File: src/wdog_params.svh
// Functional notes
// All durations count cycles of the one timebase clock.
// Power-on reset puts all state at its initial value and pulses reset.
// After power-up the reset output stays asserted for the power-up hold time.
// Microcontroller drives mode low before the sync timeout ends.
// Mode still high at sync timeout gives a reset pulse and restarts the timeout.
// Every reset pulse is followed by a fresh switch-over phase.
// After switch-over, short window mode accepts triggers only in the open phase.
// Short window: overlong trigger pulse gives a reset pulse.
// Short window: trigger in the closed phase gives a reset pulse.
// Short window: open phase ending with no trigger gives a reset pulse.
// Rising edge of a valid trigger starts a new cycle at the closed phase.
// Release output asserts only after three consecutive correct triggers.
// Any bad trigger drops the release output and clears the good count.
// Mode high switches short window monitoring to long window monitoring.
// Long window mode has its own longer closed phase and its own open phase.
// Release output stays inactive throughout long window mode.
// Wake event in long mode gives a reset pulse and restarts switch-over.
// Wake input is debounced; either edge counts as a wake event in long mode.
// Mode low in long window mode returns to short window monitoring.
// Trigger low for longer than 45 cycles is a trigger error.
// Sync timeout lasts 1112 cycles.
// Every state change restarts the single phase timer.
// Phase lengths and reset pulse width are cycle-count parameters.
// Long mode treats early, overlong and missing triggers like short mode.
// Trigger and mode inputs are synchronised and debounced before use.
`ifndef WDOG_PARAMS_SVH
`define WDOG_PARAMS_SVH

`define WDOG_POWER_UP_HOLD_CYC 16'h00C9
`define WDOG_SYNC_TIMEOUT_CYC 16'h0458
`define WDOG_ALIVE_PULSE_INPUT_MAX_CYC 8'h2D
`define WDOG_SHORT_CLOSED_CYC 16'h00C8
`define WDOG_SHORT_OPEN_CYC 16'h00C8
`define WDOG_LONG_CLOSED_CYC 16'h1F40
`define WDOG_LONG_OPEN_CYC 16'h07D0
`define WDOG_RESET_PULSE_CYC 16'h0028
`define WDOG_PIN_DEBOUNCE_CYC 3
`define WDOG_WAKE_DEBOUNCE_CYC 96
`define WDOG_GOOD_ALIVE_PULSE_INPUT_NEEDED 2'h3

`endif

File: src/wdog_pkg.sv
package wdog_pkg;
   typedef enum logic [2:0] {
      ST_POWER_UP    = 3'h0,
      ST_SYNC        = 3'h1,
      ST_RST_PULSE   = 3'h2,
      ST_SHORT_CLOSE = 3'h3,
      ST_SHORT_OPEN  = 3'h4,
      ST_LONG_CLOSE  = 3'h5,
      ST_LONG_OPEN   = 3'h6
   } wdog_state_t;
endpackage

File: src/level_filter_if.sv
`timescale 1ns/100ps
interface level_filter_if;
   logic raw;
   logic level;
   logic changed;
   modport filt (input raw, output level, output changed);
   modport user (output raw, input level, input changed);
endinterface

File: src/window_watchdog.sv
`timescale 1ns/100ps
`include "wdog_params.svh"
module window_watchdog #(
   parameter logic [15:0] POWER_UP_HOLD = `WDOG_POWER_UP_HOLD_CYC,
   parameter logic [15:0] SYNC_TIMEOUT = `WDOG_SYNC_TIMEOUT_CYC,
   parameter logic [15:0] SHORT_CLOSED = `WDOG_SHORT_CLOSED_CYC,
   parameter logic [15:0] SHORT_OPEN = `WDOG_SHORT_OPEN_CYC,
   parameter logic [15:0] LONG_CLOSED = `WDOG_LONG_CLOSED_CYC,
   parameter logic [15:0] LONG_OPEN = `WDOG_LONG_OPEN_CYC,
   parameter logic [15:0] RESET_PULSE = `WDOG_RESET_PULSE_CYC,
   parameter logic [7:0] ALIVE_PULSE_INPUT_MAX = `WDOG_ALIVE_PULSE_INPUT_MAX_CYC,
   parameter int unsigned PIN_DEBOUNCE = `WDOG_PIN_DEBOUNCE_CYC,
   parameter int unsigned WAKE_DEBOUNCE = `WDOG_WAKE_DEBOUNCE_CYC
) (
   input wire logic clk_sys_i,
   input wire logic sys_rst_i,
   input wire logic alive_pulse_input_i,
   input wire logic mode_i,
   input wire logic wake_i,
   input wire logic mcu_rst_i,
   output logic mcu_rst_o,
   output logic mcu_rst_oe_o,
   output logic safe_state_release_out_o
);
   ////////////////////////////////////////////////////////////////////////
   // Input conditioning

   level_filter_if alive_pulse_input_if ();
   level_filter_if mode_if ();
   level_filter_if wake_if ();

   assign alive_pulse_input_if.raw = alive_pulse_input_i;
   assign mode_if.raw = mode_i;
   assign wake_if.raw = wake_i;

   // Pull-up pins idle high, pull-down wake idles low
   level_filter #(.STABLE_CYCLES(PIN_DEBOUNCE), .INIT_LEVEL(1'b1)) u_alive_pulse_input_filt (
      .clk_sys_i(clk_sys_i),
      .sys_rst_i(sys_rst_i),
      .lf(alive_pulse_input_if)
   );
   level_filter #(.STABLE_CYCLES(PIN_DEBOUNCE), .INIT_LEVEL(1'b1)) u_mode_filt (
      .clk_sys_i(clk_sys_i),
      .sys_rst_i(sys_rst_i),
      .lf(mode_if)
   );
   level_filter #(.STABLE_CYCLES(WAKE_DEBOUNCE), .INIT_LEVEL(1'b0)) u_wake_filt (
      .clk_sys_i(clk_sys_i),
      .sys_rst_i(sys_rst_i),
      .lf(wake_if)
   );

   ////////////////////////////////////////////////////////////////////////
   // Phase timing

   wdog_pkg::wdog_state_t state_q;
   wdog_pkg::wdog_state_t state_d;
   logic [15:0] timer_q;
   logic [7:0] low_cnt_q;
   logic [1:0] good_cnt_q;
   logic [1:0] good_cnt_d;
   logic alive_pulse_input_prev_q;
   logic release_q;
   logic rst_oe_q;

   function automatic logic [15:0] phase_len(input wdog_pkg::wdog_state_t st);
      case (st)
         wdog_pkg::ST_POWER_UP: phase_len = POWER_UP_HOLD;
         wdog_pkg::ST_SYNC: phase_len = SYNC_TIMEOUT;
         wdog_pkg::ST_RST_PULSE: phase_len = RESET_PULSE;
         wdog_pkg::ST_SHORT_CLOSE: phase_len = SHORT_CLOSED;
         wdog_pkg::ST_SHORT_OPEN: phase_len = SHORT_OPEN;
         wdog_pkg::ST_LONG_CLOSE: phase_len = LONG_CLOSED;
         wdog_pkg::ST_LONG_OPEN: phase_len = LONG_OPEN;
         default: phase_len = RESET_PULSE;
      endcase
   endfunction

   // Every phase is measured in timebase cycles by one timer
   wire expired = timer_q == (phase_len(state_q) - 16'h0001);
   wire alive_pulse_input_lvl = alive_pulse_input_if.level;
   wire alive_pulse_input_rise = alive_pulse_input_lvl && !alive_pulse_input_prev_q;
   wire in_short = (state_q == wdog_pkg::ST_SHORT_CLOSE) || (state_q == wdog_pkg::ST_SHORT_OPEN);
   wire in_long = (state_q == wdog_pkg::ST_LONG_CLOSE) || (state_q == wdog_pkg::ST_LONG_OPEN);
   wire in_closed = (state_q == wdog_pkg::ST_SHORT_CLOSE) || (state_q == wdog_pkg::ST_LONG_CLOSE);
   wire in_open = (state_q == wdog_pkg::ST_SHORT_OPEN) || (state_q == wdog_pkg::ST_LONG_OPEN);
   wire monitoring = in_short || in_long;

   // A pulse of exactly ALIVE_PULSE_INPUT_MAX low cycles is still legal; only a further low sample is an error
   wire err_overlong = monitoring && !alive_pulse_input_lvl && (low_cnt_q == ALIVE_PULSE_INPUT_MAX);
   wire err_early = in_closed && alive_pulse_input_rise;
   wire err_missing = in_open && expired && !alive_pulse_input_rise;
   wire alive_pulse_input_err = err_overlong || err_early || err_missing;
   wire alive_pulse_input_good = in_open && alive_pulse_input_rise && !err_overlong;
   wire wake_evt = in_long && wake_if.changed;

   ////////////////////////////////////////////////////////////////////////
   // State machine

   always_comb begin
      state_d = state_q;
      case (state_q)
         wdog_pkg::ST_POWER_UP: begin
            if (expired) begin
               state_d = wdog_pkg::ST_SYNC;
            end
         end
         wdog_pkg::ST_SYNC: begin
            // Mode low before timeout enters monitoring
            if (!mode_if.level) begin
               state_d = wdog_pkg::ST_SHORT_CLOSE;
            end else if (expired) begin
               state_d = wdog_pkg::ST_RST_PULSE;
            end
         end
         wdog_pkg::ST_RST_PULSE: begin
            if (expired) begin
               state_d = wdog_pkg::ST_SYNC;
            end
         end
         wdog_pkg::ST_SHORT_CLOSE,
         wdog_pkg::ST_SHORT_OPEN: begin
            if (alive_pulse_input_err) begin
               state_d = wdog_pkg::ST_RST_PULSE;
            end else if (mode_if.level) begin
               state_d = wdog_pkg::ST_LONG_CLOSE;
            end else if (alive_pulse_input_good) begin
               state_d = wdog_pkg::ST_SHORT_CLOSE;
            end else if (expired) begin
               state_d = wdog_pkg::ST_SHORT_OPEN;
            end
         end
         wdog_pkg::ST_LONG_CLOSE,
         wdog_pkg::ST_LONG_OPEN: begin
            // Wake outranks everything so a sleeping host always wakes
            if (wake_evt || alive_pulse_input_err) begin
               state_d = wdog_pkg::ST_RST_PULSE;
            end else if (!mode_if.level) begin
               state_d = wdog_pkg::ST_SHORT_CLOSE;
            end else if (alive_pulse_input_good) begin
               state_d = wdog_pkg::ST_LONG_CLOSE;
            end else if (expired) begin
               state_d = wdog_pkg::ST_LONG_OPEN;
            end
         end
         default: state_d = wdog_pkg::ST_POWER_UP;
      endcase
   end

   wire state_change = state_d != state_q;

   // Good count saturates at the release threshold
   always_comb begin
      good_cnt_d = good_cnt_q;
      if (alive_pulse_input_err || !in_short || state_d == wdog_pkg::ST_LONG_CLOSE) begin
         good_cnt_d = 2'h0;
      end else if (alive_pulse_input_good && good_cnt_q != `WDOG_GOOD_ALIVE_PULSE_INPUT_NEEDED) begin
         good_cnt_d = good_cnt_q + 2'h1;
      end
   end

   wire release_d = in_short && (state_d == wdog_pkg::ST_SHORT_CLOSE || state_d == wdog_pkg::ST_SHORT_OPEN)
      && (good_cnt_d == `WDOG_GOOD_ALIVE_PULSE_INPUT_NEEDED);
   wire rst_oe_d = (state_d == wdog_pkg::ST_POWER_UP) || (state_d == wdog_pkg::ST_RST_PULSE);

   ////////////////////////////////////////////////////////////////////////
   // Registers

   // Supply monitor reset lands here; it pulls the reset pin at the next clock edge
   always_ff @(posedge clk_sys_i) begin
      if (sys_rst_i) begin
         state_q <= wdog_pkg::ST_POWER_UP;
         timer_q <= 16'h0000;
         low_cnt_q <= 8'h00;
         good_cnt_q <= 2'h0;
         alive_pulse_input_prev_q <= 1'b1;
         release_q <= 1'b0;
         rst_oe_q <= 1'b1;
      end else begin
         state_q <= state_d;
         timer_q <= state_change ? 16'h0000 : timer_q + 16'h0001;
         alive_pulse_input_prev_q <= alive_pulse_input_lvl;
         good_cnt_q <= good_cnt_d;
         release_q <= release_d;
         rst_oe_q <= rst_oe_d;
         if (alive_pulse_input_lvl || !monitoring) begin
            low_cnt_q <= 8'h00;
         end else if (low_cnt_q != ALIVE_PULSE_INPUT_MAX) begin
            low_cnt_q <= low_cnt_q + 8'h01;
         end
      end
   end

   // Open drain: only ever pulls low
   assign mcu_rst_o = 1'b0;
   assign mcu_rst_oe_o = rst_oe_q;
   assign safe_state_release_out_o = release_q;
endmodule

File: src/level_filter.sv
`timescale 1ns/100ps
module level_filter #(
   parameter int unsigned STABLE_CYCLES = 3,
   parameter logic INIT_LEVEL = 1'b0
) (
   input wire logic clk_sys_i,
   input wire logic sys_rst_i,
   level_filter_if.filt lf
);
   localparam int unsigned CW = $clog2(STABLE_CYCLES) + 1;
   localparam logic [CW-1:0] LAST = CW'(STABLE_CYCLES - 1);

   logic sync1_q;
   logic sync2_q;
   logic level_q;
   logic changed_q;
   logic [CW-1:0] cnt_q;

   wire differs = sync2_q != level_q;
   wire settled = differs && (cnt_q == LAST);

   // Pin crosses two flops, then must differ for STABLE_CYCLES samples
   always_ff @(posedge clk_sys_i) begin
      if (sys_rst_i) begin
         sync1_q <= INIT_LEVEL;
         sync2_q <= INIT_LEVEL;
         level_q <= INIT_LEVEL;
         changed_q <= 1'b0;
         cnt_q <= '0;
      end else begin
         sync1_q <= lf.raw;
         sync2_q <= sync1_q;
         changed_q <= settled;
         if (!differs || settled) begin
            cnt_q <= '0;
         end else begin
            cnt_q <= cnt_q + CW'(1);
         end
         if (settled) begin
            level_q <= sync2_q;
         end
      end
   end

   assign lf.level = level_q;
   assign lf.changed = changed_q;
endmodule

File: config.mk
export PLATFORM = sky130hd
export DESIGN_NAME = window_watchdog
export DESIGN_NICKNAME = d
export VERILOG_FILES = /design/src/wdog_pkg.sv /design/src/level_filter_if.sv /design/src/window_watchdog.sv /design/src/level_filter.sv
export VERILOG_INCLUDE_DIRS = /design/src
export SDC_FILE = /design/constraint.sdc
export NUM_CORES = 1
export LEC_CHECK = 0
export BUFFER_PORTS_ARGS = -buffer_cell sky130_fd_sc_hd__buf_2
export CORE_MARGIN = 3
export CORE_UTILIZATION = 55
export DETAILED_ROUTE_END_ITERATION = 8
export GPL_TIMING_DRIVEN = 0
export PLACE_DENSITY = 0.72
export SYNTH_ARGS = -nofsm -noshare
export SYNTH_HDL_FRONTEND = slang
export SYNTH_SLANG_ARGS = --single-unit
File: constraint.sdc
create_clock -name clk_sys_i -period 2.85 [get_ports clk_sys_i]
set_input_delay 0.285 -clock clk_sys_i [delete_from_list [all_inputs] [get_ports clk_sys_i]]
set_output_delay 0.285 -clock clk_sys_i [all_outputs]
set_load 0.01 [all_outputs]
## Word level (Yosys, flattened, before mapping)

Cells that the tools add are included.

- Input port bits: 6
- Word-level logic and storage cells: 114
- Register bits after elaboration: 56

- Eq/ne operators: 22
- Multiplexer cells: 15
- Add/subtract/negate cells: 7
- Reduce and logical (&&, ||, !) cells: 50

Operators by type and width:

| kind | number |
|---|---|
| $pmux W13 S5 | 1 |
| $mux W3 | 11 |
| $eq A3 B2 Y1 const B | 6 |
| $add A16 B1 Y16 const B | 1 |
| $add A8 B1 Y8 const B | 2 |
| $eq A16 B16 Y1 | 1 |
| $logic_or A1 B1 Y1 | 16 |
| $reduce_or A2 Y1 | 8 |
| $sub A16 B1 Y16 const B | 1 |
| $eq A3 B3 Y1 const B | 5 |
| $logic_and A1 B1 Y1 | 15 |
| $pmux W3 S4 | 1 |
| $logic_not A1 Y1 | 9 |
| $eq A8 B6 Y1 const B | 1 |
| $eq A8 B7 Y1 const B | 1 |
| $ne A8 B6 Y1 const B | 1 |
| $add A3 B1 Y3 const B | 2 |
| $logic_not A3 Y1 | 2 |
| $mux W2 | 2 |
| $eq A3 B1 Y1 const B | 1 |
| $ne A1 B1 Y1 | 3 |
| $ne A3 B3 Y1 | 1 |
| $add A2 B1 Y2 const B | 1 |
| $eq A2 B2 Y1 const B | 1 |
| $ne A2 B2 Y1 const B | 1 |

## Logic depth before layout (Yosys ltp)

- Word-level depth: 16
- Gate-level depth with buffers: 16
- Depth with buffers taken out: 13

## Modules after synthesis

Synthesis repeated with hierarchy kept, for this count alone.

- Cell total of the unflattened synthesis: 356
- Area, all modules: 3316.9 µm²

By module, submodules not included:

| module | times used | area each (µm²) | cells an instance | sequential area each (µm²) |
|---|---|---|---|---|
| window_watchdog | 1 | 2289.7 | 259 | 640.6 |
| level_filter (u_alive_pulse_input_filt ...) | 2 | 270.3 | 24 | 140.1 |
| level_filter (u_wake_filt) | 1 | 486.7 | 49 | 240.2 |

## Worst setup path after synthesis

No wires, ideal clock.

- Kind: flip-flop to flip-flop
- From: register state_q[0]
- To: register timer_q[11]
- Arrival time: 3.038 ns
- Period minus slack after synthesis: 3.106 ns
- Stages on the path, launching flop included: 17
- Data required time: 2.781 ns
- Setup time: 0.069 ns
- Setup slack: -0.256 ns
- Cells stage by stage: dfxtp_1 -> buf_2 -> buf_6 -> nor2b_1 -> o21ai_0 -> inv_1 -> ha_1 -> xor2_1 -> nor2_1 -> a221o_1 -> a21boi_1 -> nand2_2 -> a41oi_1 -> a311oi_2 -> nand2_1 -> buf_2 -> o21ai_1

- Cells in the longest elaborated chain, start to end: 13

RTL lines:

| what | line | RTL |
|---|---|---|
| from (decl) | window_watchdog.sv:56 | `wdog_pkg::wdog_state_t state_q;` |
| from (signal assigned) | window_watchdog.sv:172 | `state_q <= wdog_pkg::ST_POWER_UP;` |
| from (signal assigned) | window_watchdog.sv:180 | `state_q <= state_d;` |
| branches (longest 11 deep; another with $sub A16 B1 Y16) | n/a |  |
| $ne A3 B3 Y1 (*) | window_watchdog.sv:150 | `wire state_change = state_d != state_q;` |
| $reduce_or A2 Y1 (no line) (*) | n/a |  |
| to (signal assigned) | window_watchdog.sv:181 | `timer_q <= state_change ? 16'h0000 : timer_q + 16'h0001;` |
| to (decl) | window_watchdog.sv:58 | `logic [15:0] timer_q;` |

Every way passes the cells marked *.
A chain may end at the register's enable or synchronous reset.

## Worst setup path after layout

- From: register state_q[0]
- To: register timer_q[5]

Same word-level chain as after synthesis.

==> results.cfg <==
[clock_tree]
cts-htree-levels = 2
postCtsHoldBufs = 0
cts_buffers = 5
worstSkewPairLatency_ns = 0.32
cts_sinks = 56
clk_transition_reported_paths_ns = 0.11
root_buffer = clkbuf_8
cts_tree = yes
cts_buffer_depth = 2

[global_routing]
grt_max_degree = 20
antenna_found_initial = 0
grt-ovfl-total = 0
grt_pass1_wl_um = 14500
gr-usage-all-layers_pct = 24.9
grt_pass1_vias = 3037

[setup_path]
cp.arrival_ns = 3.45
crit_type = reg2reg
cp_max_fo = 6
r2r_end = timer_q[5]
crit_start = state_q[0]
startpoint_type = flip-flop
worst_r2r_path_depth = 16
regToRegSetupSlack_ns = -0.38
critPathCapture = timer_q[5]
r2r_start = state_q[0]
endpoint_kind = flip-flop
required_ns = 3.07

[run_status]
status = complete, but fails checks
failed_checks = setup timing

[sta]
final_hold_viol_count = 0
max_slew_margin_pct = 46.8
skew_ns = 0.00510
min_period_over_period_pct = 113
postLayoutSetupSlackWorst_ns = -0.379
slew_violations = 0
fin_tns_setup_ns = -5.88
min_period_ns = 3.23
fmax_mhz = 310
rsz0062_at_grt = true
setup_violations = 22
worst_pin_slew_ns = 0.778

[logic_synthesis]
syn_inst = 403
synth_area_per_cell_um2 = 8.17
synth_ff_type = dfxtp_1
synth_top_area_cell = dfxtp_1
yosysSeqAreaShare_pct = 34.0
synthArstFlopShare_pct = 0
yosys.cell_types.count = 60
syn-num-nets = 419
ys_ff_latch = 56
synth_warnings = 0
netlist_area_um2 = 3290
yosys.area.top_type_share_pct = 34.0
ys_top_cells_by_area = dfxtp_1, nand4_1, xnor2_1, xor2_1, nor2_1
synth-edff-count = 0

[pwr]
p_per_area_nw_per_um2 = 331
power_leakage_nw = 1.47
finalPower_mw = 1.34
p_int_mw = 0.999
swShare_pct = 25.3
clkPwrFrac_pct = 35.6
power.switching_mw = 0.338
seq_power_share_pct = 59.6
irDropWorstVdd_mv = 0.297
p_comb_share_pct = 4.8

[floorplanning]
coreArea_um2 = 5640
rows = 27
die_area_um2 = 6950
die_x_um = 83.4
ios = 9
start_util_pct = 58.4
die_y_um = 83.4

[drt]
wl_per_cell_um = 17.4
post_drt_via_cell_ratio = 6.29
vias = 3254
ant_nets = 0
drc = 0
drt_wl_total_um = 8990
drt_iter0_markers = 379
dr.pass1.iters = 4

[placed_design]
place.gp.congestion = 0.953
portBuffers = 6
hpwl_um = 5410
placed_cells = 481

[cells_and_area]
drive_above_1_share_pct = 24.5
syn2layout_area_growth_pct = 22.5
n_antenna_cell = 0
fillers = 425
nets = 460
fin_cells = 517

[job]
drv_cap = 0

[worst_hold_path]
min_path_type = in2reg
==> cells in the mapped netlist, types with 3 or more instances <==
library cell and count:
nand4_1 29, clkbuf_1 9, or3_1 5, xor2_1 17
a211o_1 4, nand2_1 24, buf_2 7, nor3_1 14
inv_1 12, o22ai_1 5, ha_1 10, nor4_1 3
nand3b_1 5, and3_1 10, a21oi_1 12, nor2b_1 11
nand2b_1 13, or2_2 6, nor2_1 38, dfxtp_1 56
buf_4 4, o21a_1 3, o21ai_0 5, xnor2_1 19
nand3_1 21, o21ai_1 15, mux2i_1 5
==> per-layer routing <==
layer	share of wire [%]	global-route usage (%)	vias up
met5	0	0	-
met4	3.9	9.51	0
met3	6.9	5.16	34
met2	46	38.3	159
met1	43	34.3	1542
li1	-	-	1519
==> cells by family (layout without fill, tap and decap cells) <==
| logic type | Yosys count | in the layout | synth area share [%] |
|---|---|---|---|
| mux | 5 | 5 | 1.52 |
| other cells | 1 | 1 | 0.114 |
| buf+inv | 37 | 79 | 5.39 |
| flops | 56 | 56 | 34.0 |
| xor+xnor | 36 | 36 | 9.57 |
| compound gates | 70 | 70 | 15.2 |
| simple gates | 188 | 188 | 30.4 |
| fa+ha+maj | 10 | 10 | 3.80 |
==> layout by cell type, fill, tap and decap left out, types with 4 or more instances in the layout <==
cell      netlist  routed
nor2b_1        11       9
nor2_1         38      38
a21oi_1        12      10
xnor2_1        19      19
and3_1         10       9
o22ai_1         5       4
o21ai_1        15       8
o21ai_2         0       9
nand3b_1        5       5
nand3_1        21      20
buf_2           7      10
nand4_1        29      29
clkbuf_1        9       8
or3_1           5       4
dfxtp_1        56      53
buf_4           4      27
or2_2           6       6
inv_1          12      11
mux2i_1         5       5
a211o_1         4       4
xor2_1         17      15
nand2_2         1       4
buf_6           2      12
clkbuf_8        0       6
nand2_1        24      21
ha_1           10       9
nand2b_1       13      13
nor3_1         14      14
==> cell type report <==
type,instances,area (um2),area share [%]
tap,72,90.1,2.23
sequential,56,1130,28.0
clock buffer,5,68.8,1.71
timing repair buffer,36,278,6.88
buffer,22,154,3.81
clock inverter,3,27.5,0.682
multi-input combinational,310,2240,55.5
inverter,13,48.8,1.21
==> worst max-delay path, cell delays in order (launching register included) <==
cell and delay [ns]:
dfxtp_4 0.39, buf_6 0.12, nor2b_4 0.13, o21ai_2 0.18
inv_2 0.07, ha_4 0.29, xor2_4 0.18, and3_4 0.21
o2111ai_4 0.12, nor4_1 0.46, o21ai_0 0.21, a21oi_1 0.22
nor2_2 0.07, buf_6 0.14, buf_4 0.15, nand4_1 0.11
o21ai_2 0.07
==> what timing repair did <==
item                                    in CTS  in global routing
buffers inserted                            20                  7
gates cloned                                 3                  0
endpoints found under the setup margin      23                 23
pin swaps                                   10                 17
gates resized for setup                     31                 29
==> stage by stage <==
step                hold slack [ns]  utilization (%)  worst slack, ns  area [um2]
CTS                           0.142             67.9          -0.0801        3830
floorplan                     0.389                -          0.00262        3350
finish                        0.138             71.5           -0.379        4040
global placement              0.392             61.5           -0.673        3470
detailed placement            0.394             61.5           -0.621        3470
global route                  0.134             71.5           -0.533        4040
==> how the worst min path moves through the flow <==
| stage | cells after the start | slack [ns] | to | from |
|---|---|---|---|---|
| floorplan | 1 | 0.39 | u_alive_pulse_input_filt.sync1_q | alive_pulse_input_i |
| global placement | 1 | 0.39 | u_alive_pulse_input_filt.sync2_q | u_alive_pulse_input_filt.sync1_q |
| detailed placement | 1 | 0.39 | u_alive_pulse_input_filt.sync2_q | u_alive_pulse_input_filt.sync1_q |
| CTS | 2 | 0.14 | u_alive_pulse_input_filt.sync1_q | alive_pulse_input_i |
| global route | 2 | 0.13 | u_mode_filt.sync1_q | mode_i |
| finish | 2 | 0.14 | u_alive_pulse_input_filt.sync1_q | alive_pulse_input_i |
==> registers in the layout, indices dropped and copies added, names as in the netlist <==
register                           count
u_wake_filt.lf.level                   1
safe_state_release_out_o               1
u_wake_filt.lf.changed                 1
u_alive_pulse_input_filt.sync1_q       1
u_mode_filt.lf.level                   1
u_wake_filt.sync1_q                    1
mcu_rst_oe_o                           1
good_cnt_q                             2
u_wake_filt.cnt_q                      8
u_alive_pulse_input_filt.lf.level      1
timer_q                               16
u_mode_filt.sync1_q                    1
alive_pulse_input_prev_q               1
low_cnt_q                              8
u_mode_filt.cnt_q                      3
state_q                                3
u_wake_filt.sync2_q                    1
u_alive_pulse_input_filt.sync2_q       1
u_alive_pulse_input_filt.cnt_q         3
u_mode_filt.sync2_q                    1
==> power groups by stage <==
stage | registers [mW] | logic, mW | clock network, mW
after floorplan | 0.815 | 0.0355 | 0
after global placement | 0.816 | 0.0470 | 0
after detailed placement | 0.816 | 0.0489 | 0
after CTS | 0.796 | 0.0573 | 0.478
after global routing | 0.798 | 0.0702 | 0.508
final | 0.797 | 0.0642 | 0.476
Power figures use the tool's default switching activity.
